[src/dmam_pkg.sv]
/*
 * dmam_pkg: shared types, register map and field layout of the data memory
 * address modifier.
 * assumes: compiled before every other file of the block.
 */
package dmam_pkg;

	// address layout: bank[10:7] row[6:4] column[3:0]
	localparam int ADDR_W = 11;
	localparam int BANK_W = 4;
	localparam int ROW_W  = 3;
	localparam int COL_W  = 4;
	localparam int COL_LSB  = 0;
	localparam int ROW_LSB  = 4;
	localparam int BANK_LSB = 7;

	// index register fields
	localparam int IDX_LOW_LSB  = 0;
	localparam int IDX_MID_LSB  = 4;
	localparam int IDX_HIGH_LSB = 8;
	localparam int IDX_HIGH_W   = 3;

	// row pointer fields
	localparam int PTR_LOW_W  = 4;
	localparam int PTR_HIGH_W = 3;
	localparam int PTR_W      = 7;

	// axi4-lite register byte offsets
	localparam logic [7:0] OFF_INDEX  = 8'h00;
	localparam logic [7:0] OFF_PTR    = 8'h04;
	localparam logic [7:0] OFF_CTRL   = 8'h08;
	localparam logic [7:0] OFF_STATUS = 8'h0c;

	// ctrl bit positions
	localparam int CTRL_INDEX_EN = 0;
	localparam int CTRL_PTR_EN   = 1;

	// the enable flag keeps this address unmodified
	localparam logic [10:0] FLAG_ADDR = 11'h07f;

	// reset values
	localparam logic [10:0] INDEX_RST = 11'h000;
	localparam logic [6:0]  PTR_RST   = 7'h00;

	localparam logic [1:0] RESP_OKAY   = 2'h0;
	localparam logic [1:0] RESP_SLVERR = 2'h2;

	typedef enum {
		DMAM_OP_DIRECT,    // arithmetic, logic, skips, load, store, immediate
		DMAM_OP_IND_TO_R,  // transfer m to @r
		DMAM_OP_IND_FROM_R,// transfer @r to m
		DMAM_OP_NONE
	} dmam_op_t;

	typedef struct packed {
		logic [3:0] bank;
		logic [2:0] row;
		logic [3:0] col;
	} dmam_addr_t;

	typedef struct packed {
		logic       valid;
		logic [1:0] kind;
		logic [2:0] operand_row;
		logic [3:0] operand_column;
		logic [3:0] gen_reg_data;
	} dmam_req_t;

	typedef struct packed {
		logic       valid;
		dmam_addr_t direct;
		dmam_addr_t indirect;
		logic       ind_used;
	} dmam_res_t;

	function automatic dmam_addr_t dmam_split(input logic [10:0] a);
		dmam_split = dmam_addr_t'(a);
	endfunction

endpackage

[src/dmam_axil.sv]
/*
 * dmam_axil: axi4-lite slave for the index register, row pointer, control
 * and status words of the address modifier.
 * assumes: single clock, synchronous active-high reset, one access of each
 * kind at a time from the master.
 */
`timescale 1ns/10ps
module dmam_axil
	import dmam_pkg::*;
(
	input  wire logic        clk_i,
	input  wire logic        rst_i,
	input  wire logic [7:0]  awaddr_i,
	input  wire logic        awvalid_i,
	output logic             awready_o,
	input  wire logic [31:0] wdata_i,
	input  wire logic [3:0]  wstrb_i,
	input  wire logic        wvalid_i,
	output logic             wready_o,
	output logic [1:0]       bresp_o,
	output logic             bvalid_o,
	input  wire logic        bready_i,
	input  wire logic [7:0]  araddr_i,
	input  wire logic        arvalid_i,
	output logic             arready_o,
	output logic [31:0]      rdata_o,
	output logic [1:0]       rresp_o,
	output logic             rvalid_o,
	input  wire logic        rready_i,
	input  wire logic [31:0] status_i,
	output logic             wr_o,
	output logic [7:0]       wr_addr_o,
	output logic [31:0]      wr_data_o
);
	typedef struct packed {
		logic        aw_ok;
		logic [7:0]  aw;
		logic        w_ok;
		logic [31:0] w;
		logic [3:0]  s;
		logic        bvalid;
		logic [1:0]  bresp;
		logic        rvalid;
		logic [31:0] rdata;
		logic [1:0]  rresp;
	} dmam_bus_t;

	dmam_bus_t st_reg;
	dmam_bus_t st_next;
	logic      fire;

	function automatic logic mapped(input logic [7:0] a);
		mapped = (a == OFF_INDEX) || (a == OFF_PTR) ||
			(a == OFF_CTRL) || (a == OFF_STATUS);
	endfunction

	assign awready_o = !st_reg.aw_ok && !st_reg.bvalid;
	assign wready_o  = !st_reg.w_ok && !st_reg.bvalid;
	assign arready_o = !st_reg.rvalid;
	assign fire      = st_reg.aw_ok && st_reg.w_ok;

	always_comb begin
		st_next = st_reg;
		if (awvalid_i && awready_o) begin
			st_next.aw_ok = 1'b1;
			st_next.aw    = awaddr_i;
		end
		if (wvalid_i && wready_o) begin
			st_next.w_ok = 1'b1;
			st_next.w    = wdata_i;
			st_next.s    = wstrb_i;
		end
		if (fire) begin
			st_next.aw_ok  = 1'b0;
			st_next.w_ok   = 1'b0;
			st_next.bvalid = 1'b1;
			st_next.bresp  = mapped(st_reg.aw) ? RESP_OKAY : RESP_SLVERR;
		end
		if (st_reg.bvalid && bready_i)
			st_next.bvalid = 1'b0;
		if (arvalid_i && arready_o) begin
			st_next.rvalid = 1'b1;
			st_next.rdata  = status_i;
			st_next.rresp  = mapped(araddr_i) ? RESP_OKAY : RESP_SLVERR;
		end
		if (st_reg.rvalid && rready_i)
			st_next.rvalid = 1'b0;
	end

	always_ff @(posedge clk_i) begin
		if (rst_i)
			st_reg <= '0;
		else
			st_reg <= st_next;
	end

	// the top passes the addressed word in through status_i by read address
	assign wr_o      = fire && mapped(st_reg.aw) && st_reg.s[0];
	assign wr_addr_o = st_reg.aw;
	assign wr_data_o = st_reg.w;
	assign bvalid_o  = st_reg.bvalid;
	assign bresp_o   = st_reg.bresp;
	assign rvalid_o  = st_reg.rvalid;
	assign rdata_o   = st_reg.rdata;
	assign rresp_o   = st_reg.rresp;
endmodule

[src/dmam_calc.sv]
/*
 * dmam_calc: combinational address former. Takes the encoded operand, the
 * bank, the general register contents and the two enable flags and gives the
 * direct and indirect addresses.
 * assumes: caller registers the result.
 */
`timescale 1ns/10ps
module dmam_calc
	import dmam_pkg::*;
(
	input  wire logic [3:0]  bank_i,
	input  wire logic [2:0]  operand_row_i,
	input  wire logic [3:0]  operand_column_i,
	input  wire logic [3:0]  gen_reg_data_i,
	input  wire logic [1:0]  kind_i,
	input  wire logic [10:0] index_reg_i,
	input  wire logic [6:0]  row_pointer_i,
	input  wire logic        index_mod_enable_i,
	input  wire logic        pointer_enable_i,
	output dmam_addr_t       direct_o,
	output dmam_addr_t       indirect_o,
	output logic             ind_used_o
);
	logic [10:0] raw;
	logic [10:0] dir;
	logic        ind;

	always_comb begin
		raw = {bank_i, operand_row_i, operand_column_i};
		ind = (kind_i == 2'(DMAM_OP_IND_TO_R)) ||
			(kind_i == 2'(DMAM_OP_IND_FROM_R));
		dir = raw;
		if (index_mod_enable_i && !pointer_enable_i &&
			raw != FLAG_ADDR)
			dir = raw | index_reg_i;
		direct_o = dmam_split(dir);
		indirect_o = dmam_split(dir);
		indirect_o.col = gen_reg_data_i;
		if (pointer_enable_i && !index_mod_enable_i) begin
			direct_o = dmam_split(raw);
			// pointer lines up with address bits 10:4, like the index
			indirect_o.bank = row_pointer_i[6:3];
			indirect_o.row  = row_pointer_i[2:0];
		end
		ind_used_o = ind;
	end
endmodule

[src/dmam_top.sv]
/*
 * dmam_top: data memory address modifier of a 4-bit core.
 * assumes: the core presents one request per instruction on REQ_I and
 * reads the registered addresses the next cycle; software sets the
 * index register, row pointer and enables over axi4-lite.
 */
// The AXI4-Lite register port and the address map were chosen for this implementation.
`timescale 1ns/10ps
module dmam_top
	import dmam_pkg::*;
(
	input  wire logic        CLK_I,
	input  wire logic        RST_I,
	input  wire logic [7:0]  AWADDR_I,
	input  wire logic        AWVALID_I,
	output logic             AWREADY_O,
	input  wire logic [31:0] WDATA_I,
	input  wire logic [3:0]  WSTRB_I,
	input  wire logic        WVALID_I,
	output logic             WREADY_O,
	output logic [1:0]       BRESP_O,
	output logic             BVALID_O,
	input  wire logic        BREADY_I,
	input  wire logic [7:0]  ARADDR_I,
	input  wire logic        ARVALID_I,
	output logic             ARREADY_O,
	output logic [31:0]      RDATA_O,
	output logic [1:0]       RRESP_O,
	output logic             RVALID_O,
	input  wire logic        RREADY_I,
	input  wire logic [3:0]  BANK_I,
	input  wire logic [2:0]  GEN_REG_ROW_SELECT_I,
	input  wire dmam_req_t   REQ_I,
	output dmam_res_t        RES_O,
	output logic [10:0]      GEN_REG_ADDR_O,
	output logic             ADD_RESULT_TO_R_O
);
	typedef struct packed {
		logic [10:0] index_reg;
		logic [6:0]  row_pointer;
		logic        index_mod_enable;
		logic        pointer_enable;
		dmam_res_t   res;
		logic [10:0] gen_reg_addr;
		logic        add_to_r;
	} dmam_state_t;

	dmam_state_t st_reg;
	dmam_state_t st_next;
	dmam_addr_t  dir_w;
	dmam_addr_t  ind_w;
	logic        ind_used_w;
	logic        wr_w;
	logic [7:0]  wr_addr_w;
	logic [31:0] wr_data_w;
	logic [31:0] rd_word;
	logic [7:0]  bus_aw_w;

	dmam_axil u_bus (
		.clk_i            (CLK_I),
		.rst_i            (RST_I),
		.awaddr_i         (AWADDR_I),
		.awvalid_i        (AWVALID_I),
		.awready_o        (AWREADY_O),
		.wdata_i          (WDATA_I),
		.wstrb_i          (WSTRB_I),
		.wvalid_i         (WVALID_I),
		.wready_o         (WREADY_O),
		.bresp_o          (BRESP_O),
		.bvalid_o         (BVALID_O),
		.bready_i         (BREADY_I),
		.araddr_i         (ARADDR_I),
		.arvalid_i        (ARVALID_I),
		.arready_o        (ARREADY_O),
		.rdata_o          (RDATA_O),
		.rresp_o          (RRESP_O),
		.rvalid_o         (RVALID_O),
		.rready_i         (RREADY_I),
		.status_i         (rd_word),
		.wr_o             (wr_w),
		.wr_addr_o        (wr_addr_w),
		.wr_data_o        (wr_data_w)
	);

	// enables come from registered flags, so a write lands for the next op
	dmam_calc u_calc (
		.bank_i             (BANK_I),
		.operand_row_i      (REQ_I.operand_row),
		.operand_column_i   (REQ_I.operand_column),
		.gen_reg_data_i     (REQ_I.gen_reg_data),
		.kind_i             (REQ_I.kind),
		.index_reg_i        (st_reg.index_reg),
		.row_pointer_i      (st_reg.row_pointer),
		.index_mod_enable_i (st_reg.index_mod_enable),
		.pointer_enable_i   (st_reg.pointer_enable),
		.direct_o           (dir_w),
		.indirect_o         (ind_w),
		.ind_used_o         (ind_used_w)
	);

	assign bus_aw_w = wr_addr_w;

	// read mux is combinational on the araddr; the slave registers it
	always_comb begin
		case (ARADDR_I)
			OFF_INDEX:  rd_word = {21'h0, st_reg.index_reg};
			OFF_PTR:    rd_word = {25'h0, st_reg.row_pointer};
			OFF_CTRL:   rd_word = {30'h0, st_reg.pointer_enable,
				st_reg.index_mod_enable};
			OFF_STATUS: rd_word = {21'h0, st_reg.res.direct};
			default:    rd_word = 32'h00000000;
		endcase
	end

	always_comb begin
		st_next = st_reg;
		if (wr_w) begin
			case (bus_aw_w)
				OFF_INDEX: begin
					st_next.index_reg = wr_data_w[10:0];
				end
				OFF_PTR: begin
					st_next.row_pointer = wr_data_w[6:0];
				end
				OFF_CTRL: begin
					// both set is prohibited; the index flag then wins off
					st_next.index_mod_enable = wr_data_w[CTRL_INDEX_EN] &&
						!wr_data_w[CTRL_PTR_EN];
					st_next.pointer_enable = wr_data_w[CTRL_PTR_EN];
				end
				default: begin
					st_next.index_reg = st_reg.index_reg;
				end
			endcase
		end
		st_next.res.valid    = REQ_I.valid;
		st_next.res.direct   = dir_w;
		st_next.res.indirect = ind_w;
		st_next.res.ind_used = ind_used_w && REQ_I.valid;
		st_next.gen_reg_addr = {BANK_I, GEN_REG_ROW_SELECT_I,
			REQ_I.operand_column};
		st_next.add_to_r = REQ_I.valid &&
			REQ_I.kind == 2'(DMAM_OP_DIRECT);
	end

	always_ff @(posedge CLK_I) begin
		if (RST_I) begin
			st_reg             <= '0;
			st_reg.index_reg   <= INDEX_RST;
			st_reg.row_pointer <= PTR_RST;
		end else begin
			st_reg <= st_next;
		end
	end

	assign RES_O             = st_reg.res;
	assign GEN_REG_ADDR_O    = st_reg.gen_reg_addr;
	assign ADD_RESULT_TO_R_O = st_reg.add_to_r;

	plain_off_a: assert property (@(posedge CLK_I)
		disable iff (RST_I)
		(REQ_I.valid && !st_reg.index_mod_enable && !st_reg.pointer_enable)
		|=> RES_O.direct == {$past(BANK_I), $past(REQ_I.operand_row),
			$past(REQ_I.operand_column)})
		else $error("unmodified address changed");
	index_or_a: assert property (@(posedge CLK_I)
		disable iff (RST_I)
		(REQ_I.valid && st_reg.index_mod_enable &&
		{BANK_I, REQ_I.operand_row, REQ_I.operand_column} != FLAG_ADDR)
		|=> RES_O.direct == ({$past(BANK_I), $past(REQ_I.operand_row),
			$past(REQ_I.operand_column)} | $past(st_reg.index_reg)))
		else $error("index or missing");
	flag_keep_a: assert property (@(posedge CLK_I)
		disable iff (RST_I)
		(REQ_I.valid && {BANK_I, REQ_I.operand_row,
		REQ_I.operand_column} == FLAG_ADDR)
		|=> RES_O.direct == FLAG_ADDR)
		else $error("flag address modified");
	diag_row_a: assert property (@(posedge CLK_I)
		disable iff (RST_I)
		(REQ_I.valid && st_reg.pointer_enable && !st_reg.index_mod_enable)
		|=> RES_O.indirect.row == $past(st_reg.row_pointer[2:0]))
		else $error("diagonal row wrong");
	ind_col_a: assert property (@(posedge CLK_I)
		disable iff (RST_I)
		REQ_I.valid |=> RES_O.indirect.col == $past(REQ_I.gen_reg_data))
		else $error("indirect column wrong");
	horiz_row_a: assert property (@(posedge CLK_I)
		disable iff (RST_I)
		(REQ_I.valid && !st_reg.pointer_enable)
		|=> RES_O.indirect.row == RES_O.direct.row)
		else $error("horizontal row differs");
	diag_direct_a: assert property (@(posedge CLK_I)
		disable iff (RST_I)
		(REQ_I.valid && st_reg.pointer_enable)
		|=> RES_O.direct.col == $past(REQ_I.operand_column))
		else $error("direct modified in diagonal");
	ind_or_a: assert property (@(posedge CLK_I)
		disable iff (RST_I)
		(REQ_I.valid && st_reg.index_mod_enable)
		|=> (RES_O.indirect.row & $past(st_reg.index_reg[6:4]))
			== $past(st_reg.index_reg[6:4]))
		else $error("indirect row not ored");
	flags_excl_a: assert property (@(posedge CLK_I)
		disable iff (RST_I)
		!(st_reg.index_mod_enable && st_reg.pointer_enable))
		else $error("prohibited enable pair");

	plain_ind_a: assert property (@(posedge CLK_I)
		disable iff (RST_I)
		(REQ_I.valid && !st_reg.index_mod_enable && !st_reg.pointer_enable)
		|=> {RES_O.indirect.bank, RES_O.indirect.row} ==
			{$past(BANK_I), $past(REQ_I.operand_row)})
		else $error("horizontal bank or row wrong");
	diag_bank_a: assert property (@(posedge CLK_I)
		disable iff (RST_I)
		(REQ_I.valid && st_reg.pointer_enable && !st_reg.index_mod_enable)
		|=> RES_O.indirect.bank == $past(st_reg.row_pointer[6:3]))
		else $error("diagonal bank wrong");
	ind_bank_or_a: assert property (@(posedge CLK_I)
		disable iff (RST_I)
		(REQ_I.valid && st_reg.index_mod_enable &&
		{BANK_I, REQ_I.operand_row, REQ_I.operand_column} != FLAG_ADDR)
		|=> RES_O.indirect.bank ==
			($past(BANK_I) | $past(st_reg.index_reg[10:7])))
		else $error("indirect bank not ored");
	diag_whole_a: assert property (@(posedge CLK_I)
		disable iff (RST_I)
		(REQ_I.valid && st_reg.pointer_enable)
		|=> RES_O.direct == {$past(BANK_I), $past(REQ_I.operand_row),
			$past(REQ_I.operand_column)})
		else $error("diagonal direct address modified");
	ind_kind_a: assert property (@(posedge CLK_I)
		disable iff (RST_I)
		REQ_I.valid |=> RES_O.ind_used ==
			($past(REQ_I.kind) == 2'(DMAM_OP_IND_TO_R) ||
			$past(REQ_I.kind) == 2'(DMAM_OP_IND_FROM_R)))
		else $error("indirect use flag wrong");
	idle_out_a: assert property (@(posedge CLK_I)
		disable iff (RST_I)
		!REQ_I.valid |=> !RES_O.valid && !RES_O.ind_used &&
			!ADD_RESULT_TO_R_O)
		else $error("result without request");
	add_back_a: assert property (@(posedge CLK_I)
		disable iff (RST_I)
		REQ_I.valid |=> ADD_RESULT_TO_R_O ==
			($past(REQ_I.kind) == 2'(DMAM_OP_DIRECT)))
		else $error("write back flag wrong");
	gen_row_a: assert property (@(posedge CLK_I)
		disable iff (RST_I)
		REQ_I.valid |=>
			GEN_REG_ADDR_O[6:4] == $past(GEN_REG_ROW_SELECT_I))
		else $error("general register row wrong");
	flag_hold_a: assert property (@(posedge CLK_I)
		disable iff (RST_I)
		!wr_w |=>
			$stable({st_reg.index_mod_enable, st_reg.pointer_enable}))
		else $error("enable changed without write");
endmodule

[config.mk]
export PLATFORM = sky130hd
export DESIGN_NAME = dmam_top
export DESIGN_NICKNAME = d
export VERILOG_FILES = /design/src/dmam_pkg.sv /design/src/dmam_axil.sv /design/src/dmam_calc.sv /design/src/dmam_top.sv
export SDC_FILE = /design/constraint.sdc
export NUM_CORES = 1
export LEC_CHECK = 0
export BUFFER_PORTS_ARGS = -buffer_cell sky130_fd_sc_hd__buf_2
export CORE_MARGIN = 10
export CORE_UTILIZATION = 44
export DETAILED_ROUTE_END_ITERATION = 8
export PLACE_DENSITY = 0.79
export SYNTH_ARGS = -nofsm -noshare
export SYNTH_HDL_FRONTEND = slang
export SYNTH_SLANG_ARGS = --single-unit
[constraint.sdc]
create_clock -name CLK_I -period 2.7 [get_ports CLK_I]
set_input_delay 0.405 -clock CLK_I [delete_from_list [all_inputs] [get_ports CLK_I]]
set_output_delay 0.405 -clock CLK_I [all_outputs]
set_load 0.01 [all_outputs]
Word level (Yosys, flattened, before mapping). Cells that the tools add are included. Widths: inputs -> output; s select.

Register bits: 116. Input port bits: 80. Output and inout port bits: 77. Word-level logic and storage cells: 79.

Equal/unequal tests: 9. Mux-type cells: 6. Bitwise logic cells: 1. Reduce and logical (&&, ||, !) cells: 39.

Operators by type and width (count): $pmux 11 s4 (1); $eq 8x4->1 const B (4); $mux 11 (2); $eq 8x3->1 const B (2); $logic_and 1x1->1 (16); $logic_not 8->1 (2); $ne 11x7->1 const B (1); $or 11x11->11 (1); $logic_not 1->1 (7); $logic_or 1x1->1 (7); $mux 7 (1); $reduce_and 2->1 (3); $reduce_or 2->1 (3); $mux 2 (2); $eq 2x1->1 const B (1); $eq 2x2->1 const B (1); $logic_not 2->1 (1).

Depth between registers and ports, before layout.
Word-level depth: 7. Gate-level depth with buffers: 5. Depth with buffers taken out: 3.

By module. Synthesis repeated with hierarchy kept, for this count alone.

Cell total of the unflattened synthesis: 698. Area, all modules: 6129.6 um2.

By module, submodules not included: dmam_axil (instances 1, cells each 420, area each 3407.0 um2, seq. area each 1581.5 um2); dmam_top (instances 1, cells each 233, area each 2387.3 um2, seq. area each 1121.1 um2); dmam_calc (instances 1, cells each 45, area each 335.3 um2, seq. area each 0.0 um2).

Worst setup path before layout. Ideal clock, no wire load.

Path type: input port to flip-flop. Start point: in RST_I. End point: reg st_reg (netlist bit RES_O[10]). Setup time: 70 ps. Arrival time: 1258 ps. Required time: 2630 ps. Setup slack: 1372 ps. Stages: 4. Buffers on the path: 1. Path through: or3b_4 a31oi_4 buf_6 o2bb2ai_1.

RTL lines: start, declared (RTL line dmam_top.sv:13) `input wire logic RST_I,`; end signal, assigned (RTL line dmam_top.sv:152) `st_reg <= st_next;`; end, declared (RTL line dmam_top.sv:48) `dmam_state_t st_reg;`.

Worst setup path after layout.
Start point: reg u_bus.st_reg (netlist bit u_bus.wr_addr_o[4]). End point: reg st_reg[54] (netlist bit).

Word-level cells in the longest chain between the ends: 7. Elaborated cells on any way between the ends: 10. Those cells by class: eq/ne (3); reduce/logical (7).

RTL lines: start, declared (RTL line dmam_axil.sv:48) `dmam_bus_t st_reg;`; start signal, assigned (RTL line dmam_axil.sv:94) `st_reg <= st_next;`; $eq 8x3->1 or $logic_not 8->1 (tied branches) (RTL line dmam_axil.sv:53, dmam_top.sv:118); $logic_or 1x1->1 (2 in series) (RTL line dmam_axil.sv:53) `mapped = (a == OFF_INDEX) || (a == OFF_PTR) ||`; $logic_or 1x1->1 (RTL line dmam_axil.sv:54) `(a == OFF_CTRL) || (a == OFF_STATUS);`; $logic_and 1x1->1 (2 in series) (RTL line dmam_axil.sv:98) `assign wr_o = fire && mapped(st_reg.aw) && st_reg.s[0];`; $reduce_and 2->1 (no source line) (*).

Every way passes the cells marked *; elsewhere a longest branch is shown, timed or not. A chain may end at the register's enable or synchronous reset.

==> impl_summary.txt <==
----------------------------------------------------
[Route]
  TritonRoute pass-1 iters ... 4
  Total via count after detailed routing ... 2850
  Average wire length per cell after detail routing ... 15.97 um
  First-iteration detailed-routing DRC count ... 162
  Routed vias/inst ... 4.855
  Routed Antenna Nets ... 0
  Drc violations ... 0
  Detailed Route WL ... 9377 um

[Min path]
  Path class of the lowest-slack min-delay path ... input port to flop
  Destination of the worst hold path ... GEN_REG_ADDR_O[6]$_SDFF_PP0_
  Number of cells on the worst hold path ... 2
  Worst Hold Launch ... GEN_REG_ROW_SELECT_I[2]

[Setup path]
  Class of the most critical setup path ... flop to flop
  Origin of the critical flop-to-flop path ... u_bus.wr_addr_o[4]$_SDFFE_PP0P_
  Crit-path max FO ... 11
  Endpoint of the lowest-slack register-to-register path ... st_reg[54]$_SDFFE_PP0P_
  Worst Reg-to-Reg Cells ... 3
  Reg2reg setup slack ... 940 ps
  Arrival time worst endpoint ... 2050 ps
  Critical Path Source Type ... flop
  Required time of the critical path ... 2990 ps
  Crit. End Element ... flop

[Yosys]
  Sequential fraction of the synthesis area ... 0.4495
  Leading post-synthesis cells by cell area ... dfxtp_1 (45%), buf_4 (13%), mux2i_1 (13%)
  Mean instance size in the synthesized netlist ... 10.00 um^2
  Ys Warns ... 0
  Share of flip-flops with an asynchronous set or reset ... 0
  Yosys reg bits ... 93
  Top-area cell type share of the netlist area ... 0.4495
  Number of library cell types mapped by synthesis ... 41
  Largest area contributor in the netlist ... dfxtp_1
  Synthesized instance count ... 414
  Area of the mapped netlist ... 0.004141 mm^2
  Most common flop cell mapped by yosys ... dfxtp_1
  Number of enable flip-flop cells after synthesis ... 0

[STA]
  Total count of hold-check failures in the final report ... 0
  Setup repair after global routing missed its margin ... false
  Upper clock frequency limit ... 569.2 MHz
  Final worst setup slack ... 943.0 ps
  Clk_skew ... 6.254 ps
  Final Slew Violations ... 0
  Summed negative setup slack over all endpoints ... 0 ps
  Worst Max-Slew Pin Slew ... 720.9 ps
  Fin crit share ... 0.6507
  Min cycle time layout ... 1757 ps
  Hold slack final ... 249.1 ps
  Setup violations, final ... 0
  Max-slew headroom at the worst pin ... 0.5190

[Clock network]
  Number of buffers added by the clock tree synthesis step ... 9
  Hold_buf cts ... 0
  CTS root buffer ... clkbuf_8
  Count of H-tree levels built during CTS ... 3
  Clock tree sinks ... 93
  Maximum clock insertion buffer count ... 2
  Clk_lat worst skew ... 360 ps
  Post-CTS setup repair buffer count ... 0
  CTS-repair resized insts ... 0
  TritonCTS clock tree ... done
  Register clock-pin slew on the reported worst setup and hold paths ... 90 ps

[GRT]
  All-layer global routing usage ... 0.1321
  Total global routing overflow ... 0
  Initial antenna violation count ... 0
  First-pass GRT wire length ... 14070 um
  Vias in the first global route ... 2829
  Largest net degree at the start of global routing ... 35

[Floorplan]
  Height of the chip ... 117.0 um
  Die footprint ... 0.01369 mm^2
  Core Area ... 0.009196 mm^2
  Starting Density ... 0.4503
  Chip Width ... 117.0 um
  Boundary Pins ... 157
  Number of cell rows ... 35

[Power]
  Standby leakage power ... 0.002156 uW
  Maximum VDD drop ... 0.3092 mV
  Power density of the placed cells ... 617.8 mW/mm^2
  Total power ... 2798 uW

[Final layout]
  Fraction of layout cells with a size suffix above 1 ... 0.2905
  Layout overhead on the synthesized area ... 9.365%
  Flip-flop count of the largest register, all copies and words added ... 24
  Number of nets in the finished design ... 551

[Place]
  Routability Congestion ... 0.9193
  Worst setup timing slack at the placement stage ... 945.7 ps
  Post-DP HPWL ... 7314 um
  Port Buf Inserts ... 109

[Flow run]
  # Max-Cap Violations ... 0

[Outcome]
  Result of the run ... complete, no violations

----------------------------------------------------
-- layout make-up --
type | instances | area (um^2)
Fill cell | 869 | 4667
Antenna cell | 1 | 2.502
Clock buffer | 10 | 137.6
Timing Repair Buffer | 114 | 583.1
Inverter | 8 | 30.03
Sequential cell | 93 | 1862
Multi-Input combinational cell | 244 | 1682
Tap cell | 111 | 138.9
Clock inverter | 6 | 93.84
-- power breakdown --
group          switching [uW]  internal (uW)
registers                32.8           1430
clock network             498            553
logic                     161            126
-- cell families after synthesis --
logic type | count (synthesis) | synth area share
AOI/OAI and AO/OA | 44 | 0.08097
adders and majority gates | 1 | 0.003021
buffers and inverters | 99 | 0.1644
DFF | 93 | 0.4495
muxes | 55 | 0.1399
other | 1 | 0.0009055
and+or+nand+nor | 121 | 0.1613
-- routing by layer --
layer | track usage | share of wire | vias up | wire [um]
met5 | 0 | 0 | - | 0
met4 | 0.05519 | 0.020 | 0 | 190
met3 | 0.04332 | 0.084 | 15 | 784
met2 | 0.2178 | 0.47 | 102 | 4425
met1 | 0.1544 | 0.42 | 1312 | 3977
li1 | - | - | 1421 | -
-- Yosys cell counts, types with 2 or more instances --
cell,n
a22o_1,3
a21oi_1,7
o21ai_1,5
o211ai_1,4
nor2_1,33
and2_1,4
clkbuf_1,10
a21o_1,7
nand4_1,2
mux2i_1,53
buf_4,73
a32oi_1,2
nor3b_1,5
a2bb2oi_1,5
nand2_1,36
inv_1,8
nor2b_1,17
buf_6,4
and3_1,5
dfxtp_1,93
nor4_4,2
nand2b_1,3
buf_2,4
and4b_1,2
o2bb2ai_1,7
nand3_1,5
-- per-stage QoR --
step / area [um^2] / utilization / std cells
CTS: 4527 / 0.4922 / 586
global route: 4527 / 0.4922 / 586
finish: 4529 / 0.4925 / 587
global placement: 4295 / 0.4671 / 570
floorplan: 4224 / - / 436
detailed placement: 4295 / 0.4671 / 570
-- worst max-delay path, cell delays in order (launching register included) --
cell and delay [ps]:
dfxtp_1 340, nor4_4 360, and4b_1 720, mux2i_1 260
-- placed cells by master (no fill, tap or decap), types with 7 or more instances in the layout --
cell type	instances
a21oi_1	7
dfxtp_1	93
conb_1	23
a21o_1	7
nor2_1	33
mux2i_1	53
o2bb2ai_1	7
nor2b_1	17
inv_1	8
clkbuf_8	10
nand2_1	36
buf_2	109
-- how the worst max path moves through the flow --
| stage | from | endpoint |
|---|---|---|
| after CTS | u_bus.wr_addr_o[4]$_SDFFE_PP0P_ | st_reg[54]$_SDFFE_PP0P_ |
| after global placement | u_bus.wr_addr_o[4]$_SDFFE_PP0P_ | st_reg[48]$_SDFFE_PP0P_ |
| final | u_bus.wr_addr_o[4]$_SDFFE_PP0P_ | st_reg[54]$_SDFFE_PP0P_ |
| after floorplan | RST_I | RES_O[10]$_SDFF_PP0_ |
| after global routing | u_bus.wr_addr_o[4]$_SDFFE_PP0P_ | st_reg[52]$_SDFFE_PP0P_ |
| after detailed placement | u_bus.wr_addr_o[4]$_SDFFE_PP0P_ | st_reg[54]$_SDFFE_PP0P_ |
No activity file was read; power rests on OpenSTA's default activity.
